`src/shared/tp_defines.svh`:
```
// Purpose: Offsets, field positions, reset values and frame counts of the test pattern registers
// Assumes: Included by its bare name
// Notes: Definitions only
`ifndef TP_DEFINES_SVH
`define TP_DEFINES_SVH

// =====================================================
// Register offsets on the serial configuration port
`define TP_ADDR_HIGH 7'h03
`define TP_ADDR_LOW 7'h04

// =====================================================
// Field positions
`define TP_EN_BIT 7
`define TP_UNUSED_BIT 6
`define TP_HIGH_DATA_MSB 5
`define TP_LOW_DATA_LSB 2
`define TP_EXTRA_A_BIT 1
`define TP_EXTRA_B_BIT 0

// =====================================================
// Reset values
`define TP_HIGH_RST 8'h00
`define TP_LOW_RST 8'h00

// =====================================================
// Serial frame: read/write flag, 7-bit address, 8-bit data
`define SPI_CMD_LAST 5'h07
`define SPI_FRAME_LAST 5'h0f

`endif

```
`src/shared/tp_pkg.sv`:
```
// Purpose: Types shared by the test pattern register bank
// Assumes: Nothing
// Notes: Constants live in tp_defines.svh
package tp_pkg;

  // =====================================================
  // Types
  typedef logic [7:0] reg_byte_t;
  typedef logic [13:0] out_word_t;

  typedef enum logic [3:0] {
    ST_IDLE = 4'h1,
    ST_CMD = 4'h2,
    ST_DATA = 4'h4,
    ST_DONE = 4'h8
  } spi_state_t;

endpackage
```
`src/core/output_test_pattern_regs.sv`:
```
// Purpose: Test pattern registers on the serial config port, and the data word mux for the serializers
// Assumes: Serial port pins are asynchronous; conversion words arrive on core_clk
// Notes: Pins are oversampled, so the serial clock must stay well below core_clk / 4
`include "tp_defines.svh"

module output_test_pattern_regs #(
  parameter int DATA_W = 12
) (
  input wire logic core_clk,
  input wire logic resetn,
  input wire logic ce,
  input wire logic cs_n,
  input wire logic sck,
  input wire logic sdi,
  output logic sdo_out,
  output logic sdo_oe,
  input wire logic [DATA_W-1:0] conv_data_a,
  input wire logic [DATA_W-1:0] conv_data_b,
  input wire logic conv_valid,
  output tp_pkg::out_word_t out_word_a,
  output tp_pkg::out_word_t out_word_b,
  output logic out_valid,
  output logic pattern_enable
);
  import tp_pkg::*;

  // =====================================================
  // Elaboration check: the register layout serves a 12-bit word only
  if (DATA_W != 12) begin : g_bad_width
    $error("output_test_pattern_regs supports DATA_W of 12 only");
  end

  // =====================================================
  // Pin synchronisers
  logic cs_n_s;
  logic sck_s;
  logic sdi_s;

  sync_2ff #(.RESET_VAL(1'b1)) u_sync_cs (
    .core_clk(core_clk),
    .resetn(resetn),
    .ce(ce),
    .async_in(cs_n),
    .sync_out(cs_n_s)
  );

  sync_2ff #(.RESET_VAL(1'b0)) u_sync_sck (
    .core_clk(core_clk),
    .resetn(resetn),
    .ce(ce),
    .async_in(sck),
    .sync_out(sck_s)
  );

  sync_2ff #(.RESET_VAL(1'b0)) u_sync_sdi (
    .core_clk(core_clk),
    .resetn(resetn),
    .ce(ce),
    .async_in(sdi),
    .sync_out(sdi_s)
  );

  // =====================================================
  // Serial port state
  spi_state_t state_r;
  spi_state_t state_nxt;
  logic sck_d_r;
  logic sck_d_nxt;
  logic [4:0] cnt_r;
  logic [4:0] cnt_nxt;
  logic [6:0] shreg_r;
  logic [6:0] shreg_nxt;
  logic rd_r;
  logic rd_nxt;
  logic [6:0] addr_r;
  logic [6:0] addr_nxt;
  logic [7:0] rd_sh_r;
  logic [7:0] rd_sh_nxt;
  logic sdo_nxt;
  logic sdo_oe_nxt;
  reg_byte_t high_r;
  reg_byte_t high_nxt;
  reg_byte_t low_r;
  reg_byte_t low_nxt;
  logic sck_rise;
  logic sck_fall;
  logic [7:0] cmd_byte;
  reg_byte_t rd_val;

  // Edges seen on the synchronised serial clock
  assign sck_rise = sck_s & ~sck_d_r;
  assign sck_fall = ~sck_s & sck_d_r;
  assign cmd_byte = {shreg_r, sdi_s};

  // Read mux; unmapped offsets read as zero
  always_comb begin
    case (cmd_byte[6:0])
      `TP_ADDR_HIGH: rd_val = high_r;
      `TP_ADDR_LOW: rd_val = low_r;
      default: rd_val = 8'h00;
    endcase
  end

  // Frame decoder, register writes and read-back shifter
  always_comb begin
    state_nxt = state_r;
    sck_d_nxt = sck_s;
    cnt_nxt = cnt_r;
    shreg_nxt = shreg_r;
    rd_nxt = rd_r;
    addr_nxt = addr_r;
    rd_sh_nxt = rd_sh_r;
    sdo_nxt = sdo_out;
    sdo_oe_nxt = sdo_oe;
    high_nxt = high_r;
    low_nxt = low_r;
    if (cs_n_s) begin
      // Deselect aborts any partial frame, so a torn write never lands
      state_nxt = ST_IDLE;
      sdo_oe_nxt = 1'b0;
      sdo_nxt = 1'b0;
    end else begin
      case (state_r)
        ST_IDLE: begin
          state_nxt = ST_CMD;
          cnt_nxt = 5'h00;
        end
        ST_CMD: begin
          if (sck_rise) begin
            shreg_nxt = cmd_byte[6:0];
            cnt_nxt = cnt_r + 5'h01;
            if (cnt_r == `SPI_CMD_LAST) begin
              state_nxt = ST_DATA;
              rd_nxt = cmd_byte[7];
              addr_nxt = cmd_byte[6:0];
              rd_sh_nxt = rd_val;
              sdo_oe_nxt = cmd_byte[7];
            end
          end
        end
        ST_DATA: begin
          // Read data leaves on falling edges, ready for the next rising edge
          if (sck_fall && rd_r) begin
            sdo_nxt = rd_sh_r[7];
            rd_sh_nxt = {rd_sh_r[6:0], 1'b0};
          end
          if (sck_rise) begin
            shreg_nxt = cmd_byte[6:0];
            cnt_nxt = cnt_r + 5'h01;
            if (cnt_r == `SPI_FRAME_LAST) begin
              state_nxt = ST_DONE;
              if (!rd_r && addr_r == `TP_ADDR_HIGH) begin
                high_nxt[`TP_EN_BIT] = cmd_byte[`TP_EN_BIT];
                high_nxt[`TP_UNUSED_BIT] = 1'b0;
                high_nxt[`TP_HIGH_DATA_MSB:0] = cmd_byte[`TP_HIGH_DATA_MSB:0];
              end
              if (!rd_r && addr_r == `TP_ADDR_LOW) begin
                low_nxt = cmd_byte;
              end
            end
          end
        end
        ST_DONE: begin
          // Extra clocks past the frame are ignored until deselect
          state_nxt = ST_DONE;
        end
        default: begin
          state_nxt = ST_IDLE;
        end
      endcase
    end
  end

  // Serial port registers
  always_ff @(posedge core_clk or negedge resetn) begin
    if (!resetn) begin
      state_r <= ST_IDLE;
      sck_d_r <= 1'b0;
      cnt_r <= 5'h00;
      shreg_r <= 7'h00;
      rd_r <= 1'b0;
      addr_r <= 7'h00;
      rd_sh_r <= 8'h00;
      sdo_out <= 1'b0;
      sdo_oe <= 1'b0;
      high_r <= `TP_HIGH_RST;
      low_r <= `TP_LOW_RST;
    end else if (ce) begin
      state_r <= state_nxt;
      sck_d_r <= sck_d_nxt;
      cnt_r <= cnt_nxt;
      shreg_r <= shreg_nxt;
      rd_r <= rd_nxt;
      addr_r <= addr_nxt;
      rd_sh_r <= rd_sh_nxt;
      sdo_out <= sdo_nxt;
      sdo_oe <= sdo_oe_nxt;
      high_r <= high_nxt;
      low_r <= low_nxt;
    end
  end

  // =====================================================
  // Output word mux toward the channel serializers
  out_word_t pattern_word;
  out_word_t word_a_nxt;
  out_word_t word_b_nxt;
  logic valid_nxt;
  logic en_nxt;

  // pattern assembly, in 14-bit layout with extras last
  assign pattern_word = {high_r[`TP_HIGH_DATA_MSB:0], low_r[7:`TP_LOW_DATA_LSB],
                         low_r[`TP_EXTRA_A_BIT], low_r[`TP_EXTRA_B_BIT]};

  always_comb begin
    en_nxt = high_r[`TP_EN_BIT];
    word_a_nxt = en_nxt ? pattern_word : {conv_data_a, 2'b00};
    word_b_nxt = en_nxt ? pattern_word : {conv_data_b, 2'b00};
    valid_nxt = conv_valid;
  end

  always_ff @(posedge core_clk or negedge resetn) begin
    if (!resetn) begin
      out_word_a <= 14'h0000;
      out_word_b <= 14'h0000;
      out_valid <= 1'b0;
      pattern_enable <= 1'b0;
    end else if (ce) begin
      out_word_a <= word_a_nxt;
      out_word_b <= word_b_nxt;
      out_valid <= valid_nxt;
      pattern_enable <= en_nxt;
    end
  end

endmodule

```
`src/core/sync_2ff.sv`:
```
// Purpose: Two flip-flop synchroniser for one pin level
// Assumes: Input is asynchronous to core_clk
// Notes: First stage feeds only the second stage
module sync_2ff #(
  parameter logic RESET_VAL = 1'b0
) (
  input wire logic core_clk,
  input wire logic resetn,
  input wire logic ce,
  input wire logic async_in,
  output logic sync_out
);

  logic meta_r;
  logic meta_nxt;
  logic sync_nxt;

  // =====================================================
  // Next values: hold while the clock enable is low
  always_comb begin
    meta_nxt = ce ? async_in : meta_r;
    sync_nxt = ce ? meta_r : sync_out;
  end

  // Registers
  always_ff @(posedge core_clk or negedge resetn) begin
    if (!resetn) begin
      meta_r <= RESET_VAL;
      sync_out <= RESET_VAL;
    end else begin
      meta_r <= meta_nxt;
      sync_out <= sync_nxt;
    end
  end

endmodule

```
`config.mk`:
```
export PLATFORM = sky130hd
export DESIGN_NAME = output_test_pattern_regs
export DESIGN_NICKNAME = d
export VERILOG_FILES = /design/src/shared/tp_pkg.sv /design/src/core/output_test_pattern_regs.sv /design/src/core/sync_2ff.sv
export VERILOG_INCLUDE_DIRS = /design/src /design/src/shared
export SDC_FILE = /design/constraint.sdc
export NUM_CORES = 1
export LEC_CHECK = 0
export BUFFER_PORTS_ARGS = -buffer_cell sky130_fd_sc_hd__clkbuf_2
export CORE_UTILIZATION = 55
export CTS_BUF_LIST = sky130_fd_sc_hd__clkbuf_8
export DETAILED_ROUTE_END_ITERATION = 10
export PLACE_DENSITY = 0.78
export SKIP_CTS_REPAIR_TIMING = 1
export SLEW_MARGIN = 20
export SYNTH_ARGS = -nofsm -noshare
export SYNTH_HDL_FRONTEND = slang
export SYNTH_SLANG_ARGS = --single-unit
```
`constraint.sdc`:
```
create_clock -name core_clk -period 2.8 [get_ports core_clk]
set_input_delay 0 -clock core_clk [delete_from_list [all_inputs] [get_ports core_clk]]
set_output_delay 0 -clock core_clk [all_outputs]
set_load 0.005 [all_outputs]
```
# After elaboration in Yosys (flattened, before gate mapping)

Cells that the tools add are included.

Register bits after elaboration: 86
Input port bits: 31
Output and inout bits: 32
Logic and storage cells: 88

$add $sub $neg: 1
Eq/ne operators: 18
Muxes and demuxes: 22
Bitwise operators: 5
Reduce and logical (&&, ||, !) cells: 21

Operator list:

| kind                                                | number |
|---|---|
| one-hot mux 8 bit (2 select lines)                  | 2 |
| 2-to-1 mux 14 bit                                   | 2 |
| 2-to-1 mux 8 bit                                    | 3 |
| 2-to-1 mux 4 bit                                    | 5 |
| AND reduction 6 bit                                 | 3 |
| one-hot mux 4 bit (4 select lines)                  | 1 |
| equality test 7 x 2 -> 1 bit, second input constant | 2 |
| equality test 7 x 3 -> 1 bit, second input constant | 2 |
| nonzero test 2 bit                                  | 7 |
| != test 3 x 2 -> 1 bit, second input constant       | 4 |
| AND reduction 4 bit                                 | 3 |
| one-hot mux 5 bit (2 select lines)                  | 1 |
| AND reduction 5 bit                                 | 2 |
| 2-to-1 mux 1 bit                                    | 7 |
| != test 2 bit, second input constant                | 3 |
| adder 5 x 1 -> 5 bit, second input constant         | 1 |
| equality test 5 x 3 -> 1 bit, second input constant | 1 |
| equality test 5 x 4 -> 1 bit, second input constant | 1 |
| 2-to-1 mux 5 bit                                    | 1 |
| equality test 4 x 1 -> 1 bit, second input constant | 1 |
| equality test 4 x 2 -> 1 bit, second input constant | 1 |
| equality test 4 x 3 -> 1 bit, second input constant | 1 |
| equality test 4 bit, second input constant          | 1 |
| logical AND 1 bit                                   | 3 |
| other kinds (6)                                     | 9 |

# Depth between registers and ports, before layout

Gate-level depths: netlist of the first run.

Depth after elaboration: 6
Gate-level depth with buffers: 7
Gate-level depth less buffers: 7

# Modules after synthesis

Synthesis of the first run repeated with hierarchy kept, for this count alone.

Cell total of the unflattened synthesis: 328
Area total of the unflattened synthesis: 3886.2 µm²

By module, submodules not included:

| module                    | instances | cells an instance | area each (µm²) | sequential area each (µm²) |
|---|---|---|---|---|
| output_test_pattern_regs  | 1         | 316               | 3666.0          | 1953.1 |
| sync_2ff (u_sync_sck ...) | 2         | 4                 | 72.6            | 50.0 |
| sync_2ff (u_sync_cs)      | 1         | 4                 | 75.1            | 52.6 |

# Least setup slack after synthesis of the first run

OpenSTA, ideal clock, no wires.

Path type: register to register
Start: reg cnt_r[0]
End: reg low_r[0]
Library setup time: 0.125 ns
Arrival time: 2.081 ns
Data required time: 2.675 ns
Slack: 0.594 ns
Cell stages (with the launch flop): 8
Path buffers: 0
Clock period less this slack: 2.206 ns
Path through: dfrtp_1 -> ha_1 -> and3_1 -> ha_1 -> nor4b_1 -> nand4_1 -> nor4b_4 -> mux2_2

Word-level cells in the longest chain between the ends: 2

Ends and longest elaborated chain:

| what                                          | RTL line                        | text |
|---|---|---|
| from (decl)                                   | output_test_pattern_regs.sv:69  | `logic [4:0] cnt_r;` |
| from (signal assigned)                        | output_test_pattern_regs.sv:191 | `cnt_r <= cnt_nxt;` |
| equality test 5 x 4 -> 1 bit (no source line) | -                               |  |
| AND reduction 6 bit (no source line)          | -                               |  |
| to (signal assigned)                          | output_test_pattern_regs.sv:187 | `` low_r <= `TP_LOW_RST; `` |
| to (signal assigned)                          | output_test_pattern_regs.sv:199 | `low_r <= low_nxt;` |
| to (decl)                                     | output_test_pattern_regs.sv:83  | `reg_byte_t low_r;` |

No other way between the ends.
A chain may end at the register's enable or synchronous reset.

# Worst setup path in the final report of the first run

Start: reg cnt_r[0]
End: reg low_r[5]

Same word-level chain as after synthesis.

==> results of run 1 <==
[registers in the layout, summed over array words and instances (netlist names), 4 cells and up]
| register | flops |
|---|---|
| cnt_r | 5 |
| low_r | 8 |
| shreg_r | 7 |
| addr_r | 7 |
| high_r | 7 |
| out_word_a | 14 |
| rd_sh_r | 8 |
| out_word_b | 12 |
| state_r | 4 |
[cell usage after synthesis, drive strengths merged, types with 2 or more instances]
library cell  count
a21oi            28
a22oi             7
a31oi             2
and3              2
and4b             2
buf              10
clkbuf            8
dfrtp            81
dfstp             3
ha                2
inv               9
mux2             47
mux2i            25
nand2            14
nand3             5
nand4             2
nor2             28
nor2b             4
nor3              2
nor3b             2
nor4b             4
nor4bb            2
o21ai            14
o2bb2ai           2
or3               2
xor2              2
[power by group]
part / internal, W / switching [W]
clock network: 0.000353 / 0.000451
logic: 0.000153 / 0.000157
registers: 0.00129 / 0.0000967
total: 0.00180 / 0.000705
[worst max-delay path by stage]
stage,startpoint,depth (start not counted),endpoint
finish,cnt_r[0]$_DFFE_PN0P_,7,low_r[5]$_DFFE_PN0P_
global route,cnt_r[0]$_DFFE_PN0P_,7,low_r[3]$_DFFE_PN0P_
CTS,cnt_r[0]$_DFFE_PN0P_,7,low_r[5]$_DFFE_PN0P_
detailed placement,cnt_r[0]$_DFFE_PN0P_,7,low_r[7]$_DFFE_PN0P_
global placement,cnt_r[0]$_DFFE_PN0P_,7,low_r[3]$_DFFE_PN0P_
floorplan,cnt_r[0]$_DFFE_PN0P_,7,low_r[0]$_DFFE_PN0P_
[kinds of logic (layout without fill, tap and decap cells)]
group | Yosys count | in the layout | share of synthesized area
muxes | 72 | 72 | 0.203
and+or+nand+nor | 75 | 75 | 0.112
AOI/OAI and AO/OA | 61 | 61 | 0.0953
DFF | 84 | 84 | 0.549
xor gates and xnor gates | 2 | 2 | 0.00457
adders and majority gates | 2 | 2 | 0.00652
buffers and inverters | 27 | 121 | 0.0294
[placed cells by master, fill, tap and decap left out, types with 2 or more instances in the layout]
cell type,count
a21oi_1,28
a22oi_1,7
a31oi_1,2
and3_1,2
and4b_1,2
buf_4,6
clkbuf_2,61
clkbuf_8,10
clkinv_4,3
dfrtp_1,81
dfstp_2,3
dlygate4sd3_1,28
ha_1,2
inv_1,9
mux2_2,47
mux2i_1,25
nand2_1,14
nand3_1,5
nand4_1,2
nor2_1,28
nor2b_1,4
nor3b_1,2
nor4b_4,2
nor4bb_1,2
o21ai_0,13
o2bb2ai_1,2
or3_1,2
xor2_1,2
[metal layers]
layer  GRT usage  part of all wire  up-vias
met5           0                 0        -
met4      0.0985             0.018        0
met3      0.0327             0.030       15
met2       0.357              0.50       75
met1       0.335              0.45     1457
li1            -                 -     1340
[stage by stage]
step	area, µm²	utilization
finish	4680	0.693
global route	4680	0.693
CTS	4400	0.651
detailed placement	4210	0.624
global placement	4210	0.624
floorplan	3830	-
[final cells by class]
class / count / area, µm² / share of cell area
multi-input combinational: 212 / 1620 / 0.345
sequential: 84 / 2110 / 0.450
clock buffer: 10 / 138 / 0.0294
inverter: 9 / 33.8 / 0.00721
timing repair buffer: 96 / 642 / 0.137
clock inverter: 6 / 47.5 / 0.0102
tap: 80 / 100 / 0.0214
[worst register-to-register path: stages, from the launching register on]
cell and delay (ps):
dfrtp_1 380, ha_1 190, and3_1 160, ha_1 160, nor4b_1 220, nand4_1 240, nor4b_4 590, mux2_2 400
==> out/qor.txt, run 1 <==
Seq/Total Area, Yosys - 0.549
FP Rows - 30
Top FF cell, synth - dfrtp_1
CP bufs+invs - 0
Hold Path Sink - out_word_b[5]$_DFFE_PN0P_
Async SR Flop Fraction - 1.00
Status - finished with violations
Worst-Margin Slew - 738 ps
Maximum fanout along the worst path - 8
Detailed-route via count - 2887
First-pass GRT wire length - 13000 µm
FF-to-FF Start - cnt_r[0]$_DFFE_PN0P_
TritonCTS clock tree - built
Setup tns final - 0 ps
Area share of the largest cell type after synthesis - 0.529
HP Start - conv_data_b[3]
Worst Hold Depth - 3
Worst Skew - 14.2 ps
Final Power - 0.00250 W
Synth area leaders - dfrtp_1, mux2_2, mux2i_1
Setup Viol. Count Final - 0
Drt pass-1 iters - 9
Register-to-Register Path Depth - 7
Fillers - 512
Die Footprint - 7310 µm²
Worst hold slack - -6.21 ps
RSZ-0062 raised after global routing - no
Initial antenna violation count - 0
Count of cell types in the netlist - 46
Average routed wire per standard cell - 17.2 µm
Period utilization - 0.880
Tmin final - 2460 ps
Number of I/O port buffers - 62
Failing checks - design-rule violations, negative hold slack
Clk buf depth - 2
Place WS - 328 ps
# Max-Cap Violations - 0
CP Launch Type - register
Crit-path cells - ha_1 -> and3_1 -> ha_1 -> nor4b_1 -> nand4_1 -> nor4b_4 -> mux2_2
Post-synth top area cell - dfrtp_1
Root Driver - clkbuf_8
Critical path arrival - 2690 ps
Die span in x - 85.5 µm
DRC errors left - 1
Fraction of layout cells with a size suffix above 1 - 0.333
GRT Resource Usage Total - 0.233
Vias in the first global route - 2603
Gpl congestion - 0.826
Post-Synthesis Cells - 323
Initial Util - 0.568
Critical setup path kind - register to register
Synth Area per Inst - 11.9 µm²
Syn Std Cell Area - 3830 µm²
Placed Instances - 453
Num ports - 63
DP Wirelength - 5310 µm
CTS Sinks - 84
Worst hold path type - input pin to register
Synthesized flop and latch total - 84
Leak - 2.16 nW
Peak supply drop - 0.471 mV
Largest net degree at the start of global routing - 85
Cell mode on critical path - ha_1
Post-route insts no fill - 497
CP top delay family - simple AND/OR/NAND/NOR gates
CTS Buf Count - 9
Core Box Area - 6760 µm²
Die Ht - 85.5 µm
Worst-path clk slew - 80 ps
Initial DRC count - 238
Final hold vios - 1
Number of enable flip-flop cells after synthesis - 0
Final setup margin - 337 ps
Area Growth Syn to Fin - 22.1%
Worst EP required - 3030 ps
H-Tree Depth - 3
Global route total overflow - 0
R2r setup slk - 340 ps
Fmax - 0.406 GHz
Vias per inst - 5.81
Final max-slew violation count - 0
Slowest cell delay on critical path - 590 ps
Reg-to-Reg End - low_r[5]$_DFFE_PN0P_
Slowest-stage cell, CP - nor4b_4
Syn Nets - 356
Worst-Skew Late Latency - 350 ps
Synth Warn # - 0
Pwr Density - 534 nW/µm²
Post-route ant nets - 0
Nets - 445
Ant. Diodes - 0
Worst slew margin - 0.508
Worst Setup End Kind - register
Routed wire length - 8540 µm
No activity file was read; power rests on OpenSTA's default activity.
==> run 2: changes to the inputs <==
CELL_PAD_IN_SITES_DETAIL_PLACEMENT = 1   (was default)
CELL_PAD_IN_SITES_GLOBAL_PLACEMENT = 1   (was default)
CORE_UTILIZATION = 46   (was 55)
PLACE_DENSITY = default   (was 0.78)
PLACE_DENSITY_LB_ADDON = 0.1   (was default)
==> run 2 against run 1 <==
Compared with the run above: the run ends with negative hold slack left; first-iteration DRC count shrank 71%; final cell count increased by 3.4%; power up 2.2%; clock power is 7.2% higher; largest power group unchanged; sequential power barely moved; highest routed layer unchanged; critical endpoint is now low_r[1]$_DFFE_PN0P_; wire length is 6.5% higher; final area stayed put.
==> out/qor.txt, run 2 (synthesized netlist as in run 1, its figures left out) <==
Status - finished with violations
Failing checks - negative hold slack
Peak supply drop - 0.544 mV
CP Launch Type - register
Initial DRC count - 68
# Max-Cap Violations - 0
Leak - 2.16 nW
GRT Resource Usage Total - 0.212
Met3 usage - 0.0268
Sw Ratio - 0.261
Critical setup path kind - register to register
Worst hold slack - -40.3 ps
Ant. Diodes - 0
Routed wire length - 9100 µm
CTS Sinks - 84
Tmin final - 2460 ps
Die span in x - 93.3 µm
Commonest non-fill, non-tap cell in the layout - dfrtp_1
Worst EP required - 3030 ps
Period utilization - 0.878
Final max-slew violation count - 0
Worst-Margin Slew - 921 ps
Reg area - 2110 µm²
RSZ-0062 raised after global routing - no
Fillers - 827
Global route total overflow - 0
Flip-flop count of the largest register after layout - 14
Pwr Density - 546 nW/µm²
Top reg by flops - out_word_a
Met1 Usage GRT - 0.307
Die Ht - 93.3 µm
Drt pass-1 iters - 5
Setup tns final - 0 ps
Final setup margin - 342 ps
Detailed-route via count - 2812
Die Footprint - 8710 µm²
Average routed wire per standard cell - 17.7 µm
Largest regs - out_word_a: 14 flops, out_word_b: 12 flops
Initial Util - 0.486
Final hold vios - 5
Final non-filler cell area - 4680 µm²
Fraction of layout cells with a size suffix above 1 - 0.333
First-pass GRT wire length - 14000 µm
Psw - 0.000668 W
Share of power burned in combinational logic - 0.121
Setup Viol. Count Final - 0
Place WS - 329 ps
Register share of total power - 0.542
FP Rows - 32
Core Box Area - 7890 µm²
Vias in the first global route - 2705
Worst Setup End Kind - register
Maximum fanout along the worst path - 8
DP Wirelength - 5880 µm
Initial antenna violation count - 0
CTS Buf Count - 9
Footprint of the multi-input gates - 1620 µm²
Critical path arrival - 2690 ps
Worst Skew - 5.99 ps
Met2 Use GR - 0.327
Fmax - 0.407 GHz
Dpl cell area - 4250 µm²
Num ports - 63
Worst-Skew Late Latency - 350 ps
Busiest layer in global routing - met2
Area Growth Syn to Fin - 22.1%
Clock power share - 0.337
Vias per inst - 5.47
Most frequent cells in the layout - dfrtp_1, clkbuf_2, mux2_2
H-Tree Depth - 3
Clk buf depth - 2
Worst slew margin - 0.386
Largest net degree at the start of global routing - 85
Worst-path clk slew - 80 ps
Gpl congestion - 0.777
Root Driver - clkbuf_8
Cell Int Power - 0.00189 W
Number of I/O port buffers - 62
TritonCTS clock tree - built
Worst hold path type - input pin to register
DRC errors left - 0
Post-route ant nets - 0
Nets - 442
[run 2: cell count changes in the layout (fill, tap and decap cells not counted)]
cell,change
dlygate4sd3_1,-4
clkinv_4,-3
buf_4,+1
bufinv_16,+1
clkbuf_8,+1
clkinvlp_4,-1
inv_1,+1
inv_6,-1
[run 2: final cells by class]
cell class | instances | area share
Clock buffer | 11 | 0.0323
Clock inverter | 3 | 0.00828
Inverter | 9 | 0.00721
Multi-Input combinational cell | 212 | 0.345
Sequential cell | 84 | 0.450
Tap cell | 102 | 0.0273
Timing Repair Buffer | 93 | 0.130
[run 2: final timing paths]
| kind | slack [ps] | start | endpoint | depth (start not counted) |
|---|---|---|---|---|
| worst max-delay path | 340 | cnt_r[0]$_DFFE_PN0P_ | low_r[1]$_DFFE_PN0P_ | 7 |
| max in group asynchronous | 1990 | resetn | low_r[2]$_DFFE_PN0P_ | 2 |
| worst max register to register | 340 | cnt_r[0]$_DFFE_PN0P_ | low_r[1]$_DFFE_PN0P_ | 7 |
| min in group asynchronous | 240 | resetn | state_r[1]$_DFFE_PN0P_ | 2 |
| worst min-delay path | -40 | conv_data_a[4] | out_word_a[6]$_DFFE_PN0P_ | 3 |
| worst min register to register | 500 | u_sync_cs.meta_r$_DFFE_PN1P_ | u_sync_cs.sync_out$_DFFE_PN1P_ | 2 |
[run 2: metrics by stage]
stage                util  instances  power, W  hold WS, ps
CTS                 0.563        490   0.00256         -139
floorplan               -        323   0.00155         -296
global placement    0.539        476   0.00168          233
detailed placement  0.539        476   0.00169          238
finish              0.594        514   0.00256        -40.3
global route        0.594        514   0.00267         3.33
[run 2: critical path, cell delays in order (launching register included)]
cell and delay [ps]:
dfrtp_1 380, ha_1 190, and3_1 160, ha_1 150, nor4b_1 230, nand4_1 240, nor4b_4 600, mux2_2 400
[run 2: power by group through the flow]
stage | logic [W] | registers [W] | clock network, W
2_1_floorplan | 0.000184 | 0.00137 | 0
3_3_place_gp | 0.000275 | 0.00140 | 0
3_5_place_dp | 0.000283 | 0.00141 | 0
4_1_cts | 0.000283 | 0.00138 | 0.000889
5_1_grt | 0.000347 | 0.00140 | 0.000928
6_report | 0.000309 | 0.00138 | 0.000862
[run 2: metal layers]
layer	routed length, µm	vias to the layer above	share of wire
li1	-	1332	-
met1	4350	1428	0.48
met4	106	0	0.012
met3	173	8	0.019
met2	4470	44	0.49
met5	0	-	0
